### config.mk
export PLATFORM = sky130hd
export DESIGN_NAME = dgc_config
export DESIGN_NICKNAME = d
export VERILOG_FILES = /design/src/inc/dgc_pkg.sv /design/src/design/dgc_config.sv /design/src/design/dgc_div2.sv /design/src/design/dgc_sync2.sv
export SDC_FILE = /design/constraint.sdc
export NUM_CORES = 1
export LEC_CHECK = 0
export BUFFER_PORTS_ARGS = -buffer_cell sky130_fd_sc_hd__buf_2
export CORE_ASPECT_RATIO = 1.2
export CORE_MARGIN = 1.5
export CORE_UTILIZATION = 28
export DETAILED_ROUTE_END_ITERATION = 6
export PLACE_DENSITY_LB_ADDON = 0.08
export SLEW_MARGIN = 20
export SYNTH_ARGS = -nofsm -noshare
export SYNTH_HDL_FRONTEND = slang
export SYNTH_SLANG_ARGS = --single-unit
### constraint.sdc
create_clock -name clk -period 1.64 [get_ports clk]
set_input_delay 0.246 -clock clk [delete_from_list [all_inputs] [get_ports clk]]
set_output_delay 0.246 -clock clk [all_outputs]
set_load 0.02 [all_outputs]
### src/inc/dgc_pkg.sv
// ----------------------------------------------------------------
// Shared constants for the display general configuration block
// ----------------------------------------------------------------
package dgc_pkg;
  // Register byte addresses
  localparam logic [7:0] DGC_CFG_ADDR = 8'h00;
  localparam logic [7:0] DGC_STAT_ADDR = 8'h04;
  // Reset value of the configuration register
  localparam logic [31:0] DGC_CFG_RESET = 32'h0000_0000;
  // Writable bits of the configuration register
  localparam logic [31:0] DGC_CFG_MASK = 32'hD705_FFFC;
  // Field positions in the configuration register
  localparam int DGC_B_DOT_HALVE = 31;
  localparam int DGC_B_PIX_HALVE = 30;
  localparam int DGC_B_VID_EN = 28;
  localparam int DGC_B_CHAIN4 = 26;
  localparam int DGC_B_TEST = 25;
  localparam int DGC_B_LINE_REP = 24;
  localparam int DGC_B_FRM_DIRTY = 18;
  localparam int DGC_B_STATIC_INS = 16;
  localparam int DGC_F_STOP_LSB = 12;
  localparam int DGC_F_BEGIN_LSB = 8;
  localparam int DGC_F_MUL_LSB = 6;
  localparam int DGC_B_DECOMP = 5;
  localparam int DGC_B_COMP = 4;
  localparam int DGC_B_PAN = 3;
  localparam int DGC_B_VCLK_DIV = 2;
  // Fetch strides in doublewords
  localparam int DGC_STRIDE_LINEAR = 1;
  localparam int DGC_STRIDE_CHAIN4 = 4;
  // Fill threshold unit: four 64-bit entries, as a shift
  localparam int DGC_LVL_SHIFT = 2;
  // Core clock and video clock divide figures
  localparam int DGC_CORE_HZ = 50_000_000;
  localparam int DGC_VCLK_DIV_LO = 2;
  localparam int DGC_VCLK_DIV_HI = 4;
  // Core cycles between video clock toggles
  localparam int DGC_VCLK_HOLD_HI = DGC_VCLK_DIV_HI / 2;
  // Dot clock multiplier encodings
  typedef enum logic [1:0] {
    DGC_MUL_LOW = 2'h0,
    DGC_MUL_HALF = 2'h1,
    DGC_MUL_PASS = 2'h2,
    DGC_MUL_DOUBLE = 2'h3
  } dgc_mul_t;
  // Update or static frame
  typedef enum logic {
    DGC_FRM_UPDATE = 1'h0,
    DGC_FRM_STATIC = 1'h1
  } dgc_frame_t;
endpackage

### src/design/dgc_config.sv
// The placing of the registers and the address-and-strobe port were left to the implementer.
`timescale 1ns/10ps
// Functional notes
// Chain-four skip fetches every fourth doubleword
// Test-mode rise resets FIFO and line pointers
// Line replicate repeats previous line on odd
// Software loads half lines, normal timing
// Whole-frame dirty marks frame on writes
// Otherwise mark line chosen by write Y
// Insert one static frame between updates
// Static frame: failed lines fetch uncompressed
// Urgent request ends at stop level times four
// Urgent request starts at begin level times four
// Software keeps stop above begin, both nonzero
// Multiplier: low, half, pass, double
// Dot and pixel halving follow multiplier
// Decompressor runs only while enabled
// Compressor runs only while enabled
// Panning compat forces 16-byte alignment at split
// Otherwise alignment kept across split
// Video clock is core half or quarter
// Divide choice valid only with port on
// Video port enable turns port on
// Dot halve bit halves dot clock
module dgc_config #(
  parameter int AW = 24, // Fetch doubleword address width
  parameter int LW = 12, // Line number width
  parameter int FW = 7 // FIFO level width
) (
  // Clock and reset
  input wire logic clk,
  input wire logic nrst,
  // Register port
  input wire logic [7:0] reg_addr,
  input wire logic [31:0] reg_wdata,
  input wire logic reg_wr,
  input wire logic reg_rd,
  output logic [31:0] reg_rdata,
  // Frame and line timing
  input wire logic frame_start,
  input wire logic line_advance,
  // Display fetch
  input wire logic fetch_advance,
  output logic [AW-1:0] fetch_dword_addr,
  output logic [LW-1:0] source_line,
  // Buffer pointer control
  output logic fifo_ptr_reset,
  output logic cline_rptr_reset,
  output logic fifo_test_mode_access_en,
  // Frame buffer writes and dirty flags
  input wire logic fb_write,
  input wire logic [LW-1:0] fb_write_y,
  output logic mark_all_dirty,
  output logic mark_line_dirty,
  output logic [LW-1:0] mark_line_y,
  // Compression
  input wire logic line_compress_failed,
  output logic update_frame,
  output logic fetch_uncompressed,
  output logic compress_run,
  output logic decompress_run,
  // Display FIFO and memory request
  input wire logic [FW-1:0] fifo_level,
  output logic urgent_fill_req,
  // Dot clock
  input wire logic dot_clock_in,
  output logic dot_tick,
  output logic pixel_tick,
  // Panning
  input wire logic pan_load,
  input wire logic [3:0] pan_value,
  input wire logic split_cross,
  output logic [3:0] pan_align,
  // Video port
  output logic video_port_on,
  output logic video_clock_out
);
  import dgc_pkg::*;

  // Level field plus unit shift must fit the FIFO level
  if (FW < 4 + DGC_LVL_SHIFT || AW < 3 || LW < 2) begin : g_bad_params
    $error("dgc_config: parameter out of range");
  end

  // ----------------------------------------------------------------
  // State
  // ----------------------------------------------------------------
  typedef struct packed {
    logic [31:0] cfg; // Configuration register
    logic [31:0] rdata; // Read data, one cycle after strobe
    logic [AW-1:0] fetch_addr; // Doubleword fetch address
    logic [LW-1:0] line_cnt; // Displayed line number
    logic [LW-1:0] src_line; // Frame buffer line fetched
    logic test_q; // Previous test-mode bit
    logic ptr_rst; // Pointer reset pulse
    logic mark_all; // Whole-frame dirty pulse
    logic mark_line; // Single-line dirty pulse
    logic [LW-1:0] mark_y; // Line to mark
    dgc_frame_t frm; // Update or static frame
    logic urgent; // Urgent fill request
    logic [3:0] pan; // Pixel alignment
    logic vcnt; // Quarter-rate phase
    logic vclk; // Video clock level
    logic dot_clock_in_q; // Previous synchronised dot clock
  } dgc_state_t;

  dgc_state_t st;
  dgc_state_t next_st;

  // Field views
  logic [FW-1:0] stop_lvl; // Stop level in entries
  logic [FW-1:0] begin_lvl; // Begin level in entries
  dgc_mul_t mul_sel; // Multiplier selection
  logic dot_clock_in_s; // Synchronised dot clock pin
  logic dot_clock_in_rise; // Dot clock rising edge
  logic dot_clock_in_fall; // Dot clock falling edge
  logic half_tick; // Every second rising edge
  logic mul_tick; // Multiplier output pulse
  logic [LW-1:0] next_line; // Line counter after advance

  assign stop_lvl = FW'({st.cfg[DGC_F_STOP_LSB+:4], 2'b00});
  assign begin_lvl = FW'({st.cfg[DGC_F_BEGIN_LSB+:4], 2'b00});
  assign mul_sel = dgc_mul_t'(st.cfg[DGC_F_MUL_LSB+:2]);

  // ----------------------------------------------------------------
  // Dot clock path
  // ----------------------------------------------------------------
  // Pin passes two flops before edge detection
  dgc_sync2 u_dot_clock_in_sync (
    .clk(clk), .nrst(nrst), .pin(dot_clock_in), .level(dot_clock_in_s)
  );
  assign dot_clock_in_rise = dot_clock_in_s & ~st.dot_clock_in_q;
  assign dot_clock_in_fall = ~dot_clock_in_s & st.dot_clock_in_q;
  // Half rate: every second rising edge
  dgc_div2 u_mul_half (
    .clk(clk), .nrst(nrst), .halve(1'b1), .tick_in(dot_clock_in_rise), .tick_out(half_tick)
  );
  // Multiplier selection
  always_comb begin
    case (mul_sel)
      DGC_MUL_LOW: mul_tick = 1'b0;
      DGC_MUL_HALF: mul_tick = half_tick;
      DGC_MUL_PASS: mul_tick = dot_clock_in_rise;
      default: mul_tick = dot_clock_in_rise | dot_clock_in_fall;
    endcase
  end

  // Dividers sit after the multiplier
  dgc_div2 u_dot_halve (
    .clk(clk), .nrst(nrst), .halve(st.cfg[DGC_B_DOT_HALVE]), .tick_in(mul_tick),
    .tick_out(dot_tick)
  );
  // Pixel clock derived from the dot clock
  dgc_div2 u_pix_halve (
    .clk(clk), .nrst(nrst), .halve(st.cfg[DGC_B_PIX_HALVE]), .tick_in(dot_tick),
    .tick_out(pixel_tick)
  );

  // ----------------------------------------------------------------
  // Next state
  // ----------------------------------------------------------------
  always_comb begin
    next_st = st;
    next_st.dot_clock_in_q = dot_clock_in_s;
    // Register write and read
    if (reg_wr && reg_addr == DGC_CFG_ADDR) begin
      next_st.cfg = reg_wdata & DGC_CFG_MASK;
    end
    if (!reg_rd) begin
      next_st.rdata = '0;
    end else if (reg_addr == DGC_CFG_ADDR) begin
      next_st.rdata = st.cfg;
    end else if (reg_addr == DGC_STAT_ADDR) begin
      next_st.rdata = {28'h0000000, st.vclk, st.frm, st.urgent, st.test_q};
    end else begin
      next_st.rdata = '0;
    end
    // Fetch address: stride one or four
    if (frame_start) begin
      next_st.fetch_addr = '0;
    end else if (fetch_advance) begin
      if (st.cfg[DGC_B_CHAIN4]) begin
        next_st.fetch_addr = st.fetch_addr + AW'(DGC_STRIDE_CHAIN4);
      end else begin
        next_st.fetch_addr = st.fetch_addr + AW'(DGC_STRIDE_LINEAR);
      end
    end
    // Line count and replicated source line
    next_line = frame_start ? '0 : (line_advance ? st.line_cnt + LW'(1) : st.line_cnt);
    next_st.line_cnt = next_line;
    if (st.cfg[DGC_B_LINE_REP]) begin
      next_st.src_line = next_line >> 1;
    end else begin
      next_st.src_line = next_line;
    end
    // Pointer reset on test-mode rise
    next_st.test_q = st.cfg[DGC_B_TEST];
    next_st.ptr_rst = st.cfg[DGC_B_TEST] & ~st.test_q;
    // Dirty marking
    next_st.mark_all = fb_write & st.cfg[DGC_B_FRM_DIRTY];
    next_st.mark_line = fb_write & ~st.cfg[DGC_B_FRM_DIRTY];
    if (fb_write) begin
      next_st.mark_y = fb_write_y;
    end
    // Frame type sequencing
    if (frame_start) begin
      case (st.frm)
        DGC_FRM_UPDATE: begin
          if (st.cfg[DGC_B_STATIC_INS]) begin
            next_st.frm = DGC_FRM_STATIC;
          end
        end
        default: next_st.frm = DGC_FRM_UPDATE;
      endcase
    end
    // Urgent fill: start wins if both met
    if (fifo_level <= begin_lvl) begin
      next_st.urgent = 1'b1;
    end else if (fifo_level >= stop_lvl) begin
      next_st.urgent = 1'b0;
    end
    // Pixel alignment across split boundary
    if (split_cross) begin
      if (st.cfg[DGC_B_PAN]) begin
        next_st.pan = 4'h0;
      end
    end else if (pan_load) begin
      next_st.pan = pan_value;
    end
    // Video clock: half or quarter core rate
    if (!st.cfg[DGC_B_VID_EN]) begin
      next_st.vcnt = 1'b0;
      next_st.vclk = 1'b0;
    end else if (st.cfg[DGC_B_VCLK_DIV]) begin
      next_st.vcnt = ~st.vcnt;
      if (st.vcnt) begin
        next_st.vclk = ~st.vclk;
      end
    end else begin
      next_st.vcnt = 1'b0;
      next_st.vclk = ~st.vclk;
    end
  end

  // State register
  always_ff @(posedge clk or negedge nrst) begin
    if (!nrst) begin
      st <= '0;
      st.cfg <= DGC_CFG_RESET;
    end else begin
      st <= next_st;
    end
  end

  // ----------------------------------------------------------------
  // Outputs
  // ----------------------------------------------------------------
  assign reg_rdata = st.rdata;
  assign fetch_dword_addr = st.fetch_addr;
  assign source_line = st.src_line;
  assign fifo_ptr_reset = st.ptr_rst;
  assign cline_rptr_reset = st.ptr_rst;
  assign fifo_test_mode_access_en = st.test_q;
  assign mark_all_dirty = st.mark_all;
  assign mark_line_dirty = st.mark_line;
  assign mark_line_y = st.mark_y;
  assign update_frame = (st.frm == DGC_FRM_UPDATE);
  // Failed or disabled lines come from the raw frame buffer
  assign fetch_uncompressed = line_compress_failed | ~decompress_run;
  // Compression engines gated by their enables
  assign decompress_run = st.cfg[DGC_B_DECOMP];
  assign compress_run = st.cfg[DGC_B_COMP] & update_frame;
  assign urgent_fill_req = st.urgent;
  assign pan_align = st.pan;
  assign video_port_on = st.cfg[DGC_B_VID_EN];
  assign video_clock_out = st.vclk;
endmodule // dgc_config

### src/design/dgc_div2.sv
`timescale 1ns/10ps
// ----------------------------------------------------------------
// Pulse halver: passes every second enable pulse
// ----------------------------------------------------------------
module dgc_div2 (
  // Clock and reset
  input wire logic clk,
  input wire logic nrst,
  // Bypass when low, halve when high
  input wire logic halve,
  input wire logic tick_in,
  output logic tick_out
);
  import dgc_pkg::*;

  typedef struct packed {
    logic phase; // Toggles on each input pulse while halving
  } dgc_div_t;

  dgc_div_t st;
  dgc_div_t next_st;

  // Phase advances only on input pulses while halving
  always_comb begin
    next_st = st;
    if (!halve) begin
      next_st.phase = 1'b0;
    end else if (tick_in) begin
      next_st.phase = ~st.phase;
    end
  end

  // State register
  always_ff @(posedge clk or negedge nrst) begin
    if (!nrst) begin
      st <= '0;
    end else begin
      st <= next_st;
    end
  end

  // Output pulse is combinational: the input pulse, gated by phase while halving
  assign tick_out = halve ? (tick_in & st.phase) : tick_in;
endmodule // dgc_div2

### src/design/dgc_sync2.sv
`timescale 1ns/10ps
// ----------------------------------------------------------------
// Two flip-flop synchroniser for a pin level
// ----------------------------------------------------------------
module dgc_sync2 (
  // Clock and reset
  input wire logic clk,
  input wire logic nrst,
  // Asynchronous level in, synchronised level out
  input wire logic pin,
  output logic level
);
  import dgc_pkg::*;

  typedef struct packed {
    logic meta; // First stage, read only by the second
    logic sync; // Second stage
  } dgc_sync_t;

  dgc_sync_t st;
  dgc_sync_t next_st;

  // Shift the pin through both stages
  always_comb begin
    next_st.meta = pin;
    next_st.sync = st.meta;
  end

  // State register
  always_ff @(posedge clk or negedge nrst) begin
    if (!nrst) begin
      st <= '0;
    end else begin
      st <= next_st;
    end
  end

  assign level = st.sync;
endmodule // dgc_sync2

======== Yosys cells after proc, flatten, opt, wreduce, memory -nomap -nowiden ========
Index checks and enable logic that the tools add are counted.
W data, S select, Z words.
word-level totals
  bits in registers ....................... 132
  bits of input ports ..................... 75
cells by class
  $add $sub $neg .......................... 3
  order comparisons ....................... 2
  equality and inequality tests ........... 7
  muxes and demuxes ....................... 26
  bitwise logic cells ..................... 22
  reduce and logical (&&, ||, !) cells .... 7
operators by type and width
  operator                 number
  $mux W24                 3
  $mux W32                 2
  $mux W12                 3
  $add A24 B1 Y24 const B  1
  $add A24 B3 Y24 const B  1
  $mux W4                  4
  $add A12 B1 Y12 const B  1
  $mux W1                  11
  $not A1 Y1               11
  $and A1 B1 Y1            9
  $eq A8 B3 Y1 const B     1
  $logic_not A8 Y1         1
  $ge A7 B6 Y1             1
  $le A7 B6 Y1             1
  $ne A2 B1 Y1 const B     3
  $reduce_bool A2 Y1       3
  $mux W2                  2
  $ne A3 B3 Y1 const B     1
  $pmux W1 S3              1
  $eq A2 B1 Y1 const B     1
  $eq A2 B2 Y1 const B     1
  $logic_not A2 Y1         1
  $or A1 B1 Y1             2
  $reduce_and A2 Y1        1
  $logic_and A1 B1 Y1      1

======== Longest topological paths before layout ========
  depth after elaboration ................. 8
  mapped depth ............................ 6
  gate-level depth less buffers ........... 6

======== Cells and area by module ========
From an unflattened synthesis, not the netlist that was laid out.
second synthesis, totals
  cell total of the unflattened synthesis .. 532
  area, all modules ....................... 5935.7 µm²
by module, submodules not included
  module      times used  cells each  area an instance (µm²)  sequential area each (µm²)
  dgc_config  1           515         5731.7                  2977.9
  dgc_div2    3           5           51.3                    25.0
  dgc_sync2   1           2           50.0                    50.0

======== Least setup slack after synthesis ========
OpenSTA, ideal clock, no wires.
  path type ............................... register to register
  from .................................... reg st, in the netlist fetch_dword_addr[2]
  to ...................................... reg st, in the netlist fetch_dword_addr[15]
  library setup time ...................... 78 ps
  arrival ................................. 1631 ps
  slack ................................... -69 ps
  stages on the path, launching flop included .. 6
  path buffers ............................ 1
  clock period less this slack ............ 1709 ps
  cells stage by stage .................... dfrtp_1 > nand3_1 > or3_1 > buf_2 > or4_1 > a21oi_1
on the way
  word-level cells in the longest chain between the ends .. 4
RTL lines
  item                                                RTL line                              source
  start, declared                                     dgc_config.sv:107                     dgc_state_t st;
  start signal, assigned                              dgc_config.sv:251                     st <= next_st;
  $add A24 B1 Y24 or $add A24 B3 Y24 (tied branches)  dgc_config.sv:185, dgc_config.sv:183
  $mux W24 *                                          dgc_config.sv:182                     if (st.cfg[DGC_B_CHAIN4]) begin
  $mux W24 *                                          dgc_config.sv:181                     end else if (fetch_advance) begin
  $mux W24 *                                          dgc_config.sv:179                     if (frame_start) begin
Every way passes the cells marked *; elsewhere a longest branch is shown, timed or not. The select of a mux whose other input is x is not followed.
A chain may end at the register's enable or synchronous reset.

======== Final worst setup path ========
  from .................................... reg u_dot_clock_in_sync.st, in the netlist u_dot_clock_in_sync.level
  to ...................................... out dot_tick
on the way
  word-level cells in the longest chain between the ends .. 6
RTL lines
  item                    RTL line           source
  start, declared         dgc_sync2.sv:20    dgc_sync_t st;
  start signal, assigned  dgc_sync2.sv:34    st <= next_st;
  $not A1 Y1              dgc_config.sv:133  assign dot_clock_in_fall = ~dot_clock_in_s & st.dot_clock_in_q;
  $and A1 B1 Y1           dgc_config.sv:133
  $or A1 B1 Y1            dgc_config.sv:144  default: mul_tick = dot_clock_in_rise | dot_clock_in_fall;
  $pmux W1 S3 *           dgc_config.sv:140  case (mul_sel)
  $and A1 B1 Y1           dgc_div2.sv:43     assign tick_out = halve ? (tick_in & st.phase) : tick_in;
  $mux W1 *               dgc_div2.sv:43
  end, declared           dgc_config.sv:67   output logic dot_tick,
Every way passes the cells marked *; elsewhere a longest branch is shown, timed or not.

==> results.txt <==
The final critical path time including I/O delays and setup was 1.91 ns. The logs give 0.238 for the global-route track usage on met2 and 0.154 for the fraction of met1 tracks used by global routing. The run gives 14400 µm as the total length of routed wires. The initial standard-cell utilization of the core was 0.284.

Share of the clock period used by the worst path: 1.16. The fraction of final layout cells sized beyond drive strength 1 was 0.481; the count of non-filler cells in the finished layout was 963. The first routing iteration left 153 violations.

Once placement completed, the tool counted placed cells totaling 911. The most frequent standard cell in the layout excluding fill and tap cells was sky130_fd_sc_hd__buf_2. In this run the mean area of a mapped cell was 11.2 µm². Detailed placer's ending HPWL: 10300 µm.

The final reports fail on setup timing. The count of final hold-check violations is 0, and the post-CTS clock slew at the launch and capture registers of the worst setup and hold paths is 0.06 ns. Reg-to-reg critical path startpoint: fetch_dword_addr[9]. The floorplan has 58 rows. The logs give 0.0521 ns for the hold slack and 23300 µm for the global-route wire length before repair. The leakage power summed over all cells is 3.95 nW, and the area enclosed by the die boundary is 22100 µm².

The width of the die came out at 136 µm. Along the worst hold path, the cell count comes to 2. For the total count of max-transition violations in the final report, the log shows 0. TritonCTS built the clock tree. The slack of the worst reg-to-reg path was 0.01 ns; the count of input and output buffers was 154. In the final design database the tool counted 766 nets.

The tools report the total clock sinks as 124. The endpoint identified for the worst register-to-register timing path is fetch_dword_addr[21]. STA classifies the critical path startpoint as a register.

The number of max-capacitance violations reported was 0; the final RePlAce weighted congestion was 0.764. The run gives 0.522 as the sequential-to-total area share from yosys stat. Clock tree synthesis selected as its root buffer the cell sky130_fd_sc_hd__clkbuf_16. For the worst flop-to-flop path, the logic depth is 5. The via count of the routed design was 4226. Setup repair after global routing could not meet its margin everywhere. By startpoint and endpoint, the worst setup path is classified as register to output port. Counting flops with a built-in enable in the synthesized netlist gives 0. The run gives 2 as the initial antenna violation count. The first detailed-routing pass ran for 5 iterations. Across the VDD grid, the largest voltage drop is 0.000661 V. The logs give 0.137 for the total global-route track usage and 0.0461 for the global routing met3 resource utilization. Along the worst path, the maximum fanout reaches 3. The number of buffers inserted during clock tree synthesis was 17. The top cell types in the final layout, fill and taps aside, are sky130_fd_sc_hd__buf_2, sky130_fd_sc_hd__dfrtp_1, sky130_fd_sc_hd__buf_4. The start point of the worst hold path was reg_wdata[31]. Data arrival at the endpoint of the critical path: 1.66 ns.

The count of nets left with antenna violations once routing finished came out at 0. For this run, the top clock speed supported by timing is 0.524 GHz. The H-tree was split into 4 levels.

In the final timing run, aggregate negative setup slack is -0.522 ns. The path with the worst hold slack has its endpoint at st[136]. For this run, design rule violations remaining after detail routing come to 0. The worst setup path is captured at an output port.

The global routing's busiest layer was met2. The placeable core region is 20900 µm², and the pin count of the biggest net entering global routing is 46. Clock latency on the worst-skew pair, taken at its later pin, is 0.42 ns.

Dividing the detail-routed via count by the number of cells gives 4.39. The area growth from synthesis to layout is 30.6%. The number of distinct library cell variants in the gate-level netlist after synthesis was 49; the cell area after synthesis was 5940 µm². For this run, the number of Yosys warnings is 0. For the number of global-route vias before repair, the log shows 4504. The power per cell area was 976 nW/µm²; the maximum root-to-sink buffer count was 2.

Setup violations remaining at the end of the flow were counted as 2. The fraction of synthesis flops using an asynchronous set or reset pin was 1.00; the leftover overflow at the end of global routing was 0. The run finished, with violations left.

The most used flip-flop cell after synthesis is sky130_fd_sc_hd__dfrtp_1. Synthesis handed over a netlist of 532 instances. The post-layout worst setup margin is -0.267 ns, and the overall power consumption is 7.57 mW. 173 I/O pins were placed.

The maximum clock skew at final layout was 0.00707 ns. The path class of the tightest hold or removal check is input port to register. For the data required time of the critical path, the log shows 1.39 ns. Dividing the detail-routed wire length by the instance count gives 15.0 µm. The die is 163 µm tall. The post-synthesis sequential element count is 124.
[logic make-up after synthesis]
kind of cell    count (synthesis)  share of synthesized area
buf+inv                       118                      0.129
mux                            48                     0.0895
compound gates                 55                     0.0659
simple gates                  154                      0.138
other cells                     1                   0.000631
xor+xnor                       20                     0.0295
flops                         124                      0.522
fa+ha+maj                      12                     0.0253
[power breakdown]
group          internal [mW]  switching [mW]  leakage [nW]
Clock                   2.15            1.51         0.276
Sequential              3.17          0.0769          1.68
Combinational          0.279           0.375          1.99
Total                   5.60            1.97          3.95
[layer usage]
| metal | part of all wire | vias to the layer above | routed length (µm) |
|---|---|---|---|
| met5 | 0.00090 | - | 13 |
| met4 | 0.016 | 2 | 229 |
| met3 | 0.067 | 15 | 959 |
| met2 | 0.52 | 106 | 7430 |
| met1 | 0.40 | 2064 | 5780 |
| li1 | - | 2039 | - |
[critical path: stages (launching register included)]
cell                      delay, ns
sky130_fd_sc_hd__dfrtp_1       0.41
sky130_fd_sc_hd__ha_4          0.18
sky130_fd_sc_hd__or2_4         0.23
sky130_fd_sc_hd__a31oi_4       0.20
sky130_fd_sc_hd__nor2_1        0.06
sky130_fd_sc_hd__buf_4         0.16
[cell usage after synthesis, drive strengths merged (5+ instances only)]
cell / number / area, µm²
inv: 14 / 52.6
nor3: 14 / 70.1
xnor2: 9 / 78.8
o21ai: 10 / 50.1
mux2i: 7 / 70.1
or2: 6 / 37.5
a21oi: 10 / 53.8
o311ai: 5 / 43.8
dfrtp: 124 / 3100
mux2: 41 / 462
nor2: 36 / 135
nand2: 22 / 82.6
buf: 89 / 661
and2: 18 / 113
nand3: 12 / 60.1
ha: 12 / 150
nor2b: 11 / 68.8
or3: 5 / 31.3
o41ai: 5 / 43.8
nand4: 10 / 68.8
nor4: 8 / 56.3
clkbuf: 13 / 48.8
xor2: 11 / 96.3
[area by class of cell]
cell class | count | area, µm²
fill | 2161 | 13100
clock buffer | 18 | 439
sequential | 124 | 3100
tap | 270 | 338
inverter | 16 | 60.1
timing repair buffer | 223 | 1360
multi-input combinational | 297 | 2320
antenna | 1 | 2.50
clock inverter | 14 | 135
[worst max path at each step]
stage / from / slack [ns] / endpoint / cells past startpoint
floorplan: fetch_dword_addr[2] / -0.05 / fetch_dword_addr[15] / 5
global placement: fetch_dword_addr[6] / -0.05 / fetch_dword_addr[21] / 4
detailed placement: fetch_dword_addr[6] / -0.05 / fetch_dword_addr[23] / 5
CTS: u_dot_clock_in_sync.level / -0.41 / dot_tick / 6
global route: u_dot_clock_in_sync.level / -0.33 / dot_tick / 5
finish: u_dot_clock_in_sync.level / -0.27 / dot_tick / 5
[state kept, by name, indices dropped and copies added (netlist names)]
signal	flops
pan_align	4
video_port_on	1
source_line	12
u_dot_halve.st	1
cline_rptr_reset	1
u_dot_clock_in_sync.level	1
mul_sel	2
decompress_run	1
u_pix_halve.st	1
u_dot_clock_in_sync.next_st	1
reg_rdata	24
mark_all_dirty	1
fifo_test_mode_access_en	1
mark_line_dirty	1
st	28
next_st	1
begin_lvl	4
mark_line_y	12
video_clock_out	1
urgent_fill_req	1
fetch_dword_addr	24
u_mul_half.st	1
[what timing repair did]
item	CTS	global route
gates resized for setup	10	43
setup buffers	4	13
pin swaps	3	26
hold buffers	3	0
endpoints found under the setup margin	10	21
hold endpoints to repair	40	0
[through the flow]
step / area [µm²] / setup WS [ns] / util
2_1_floorplan: 5980 / -0.0531 / -
3_3_place_gp: 6800 / -0.0526 / 0.325
3_5_place_dp: 6800 / -0.0522 / 0.325
4_1_cts: 7460 / -0.406 / 0.357
5_1_grt: 7760 / -0.334 / 0.371
6_report: 7760 / -0.267 / 0.371
(Power assumes the default switching activity.)
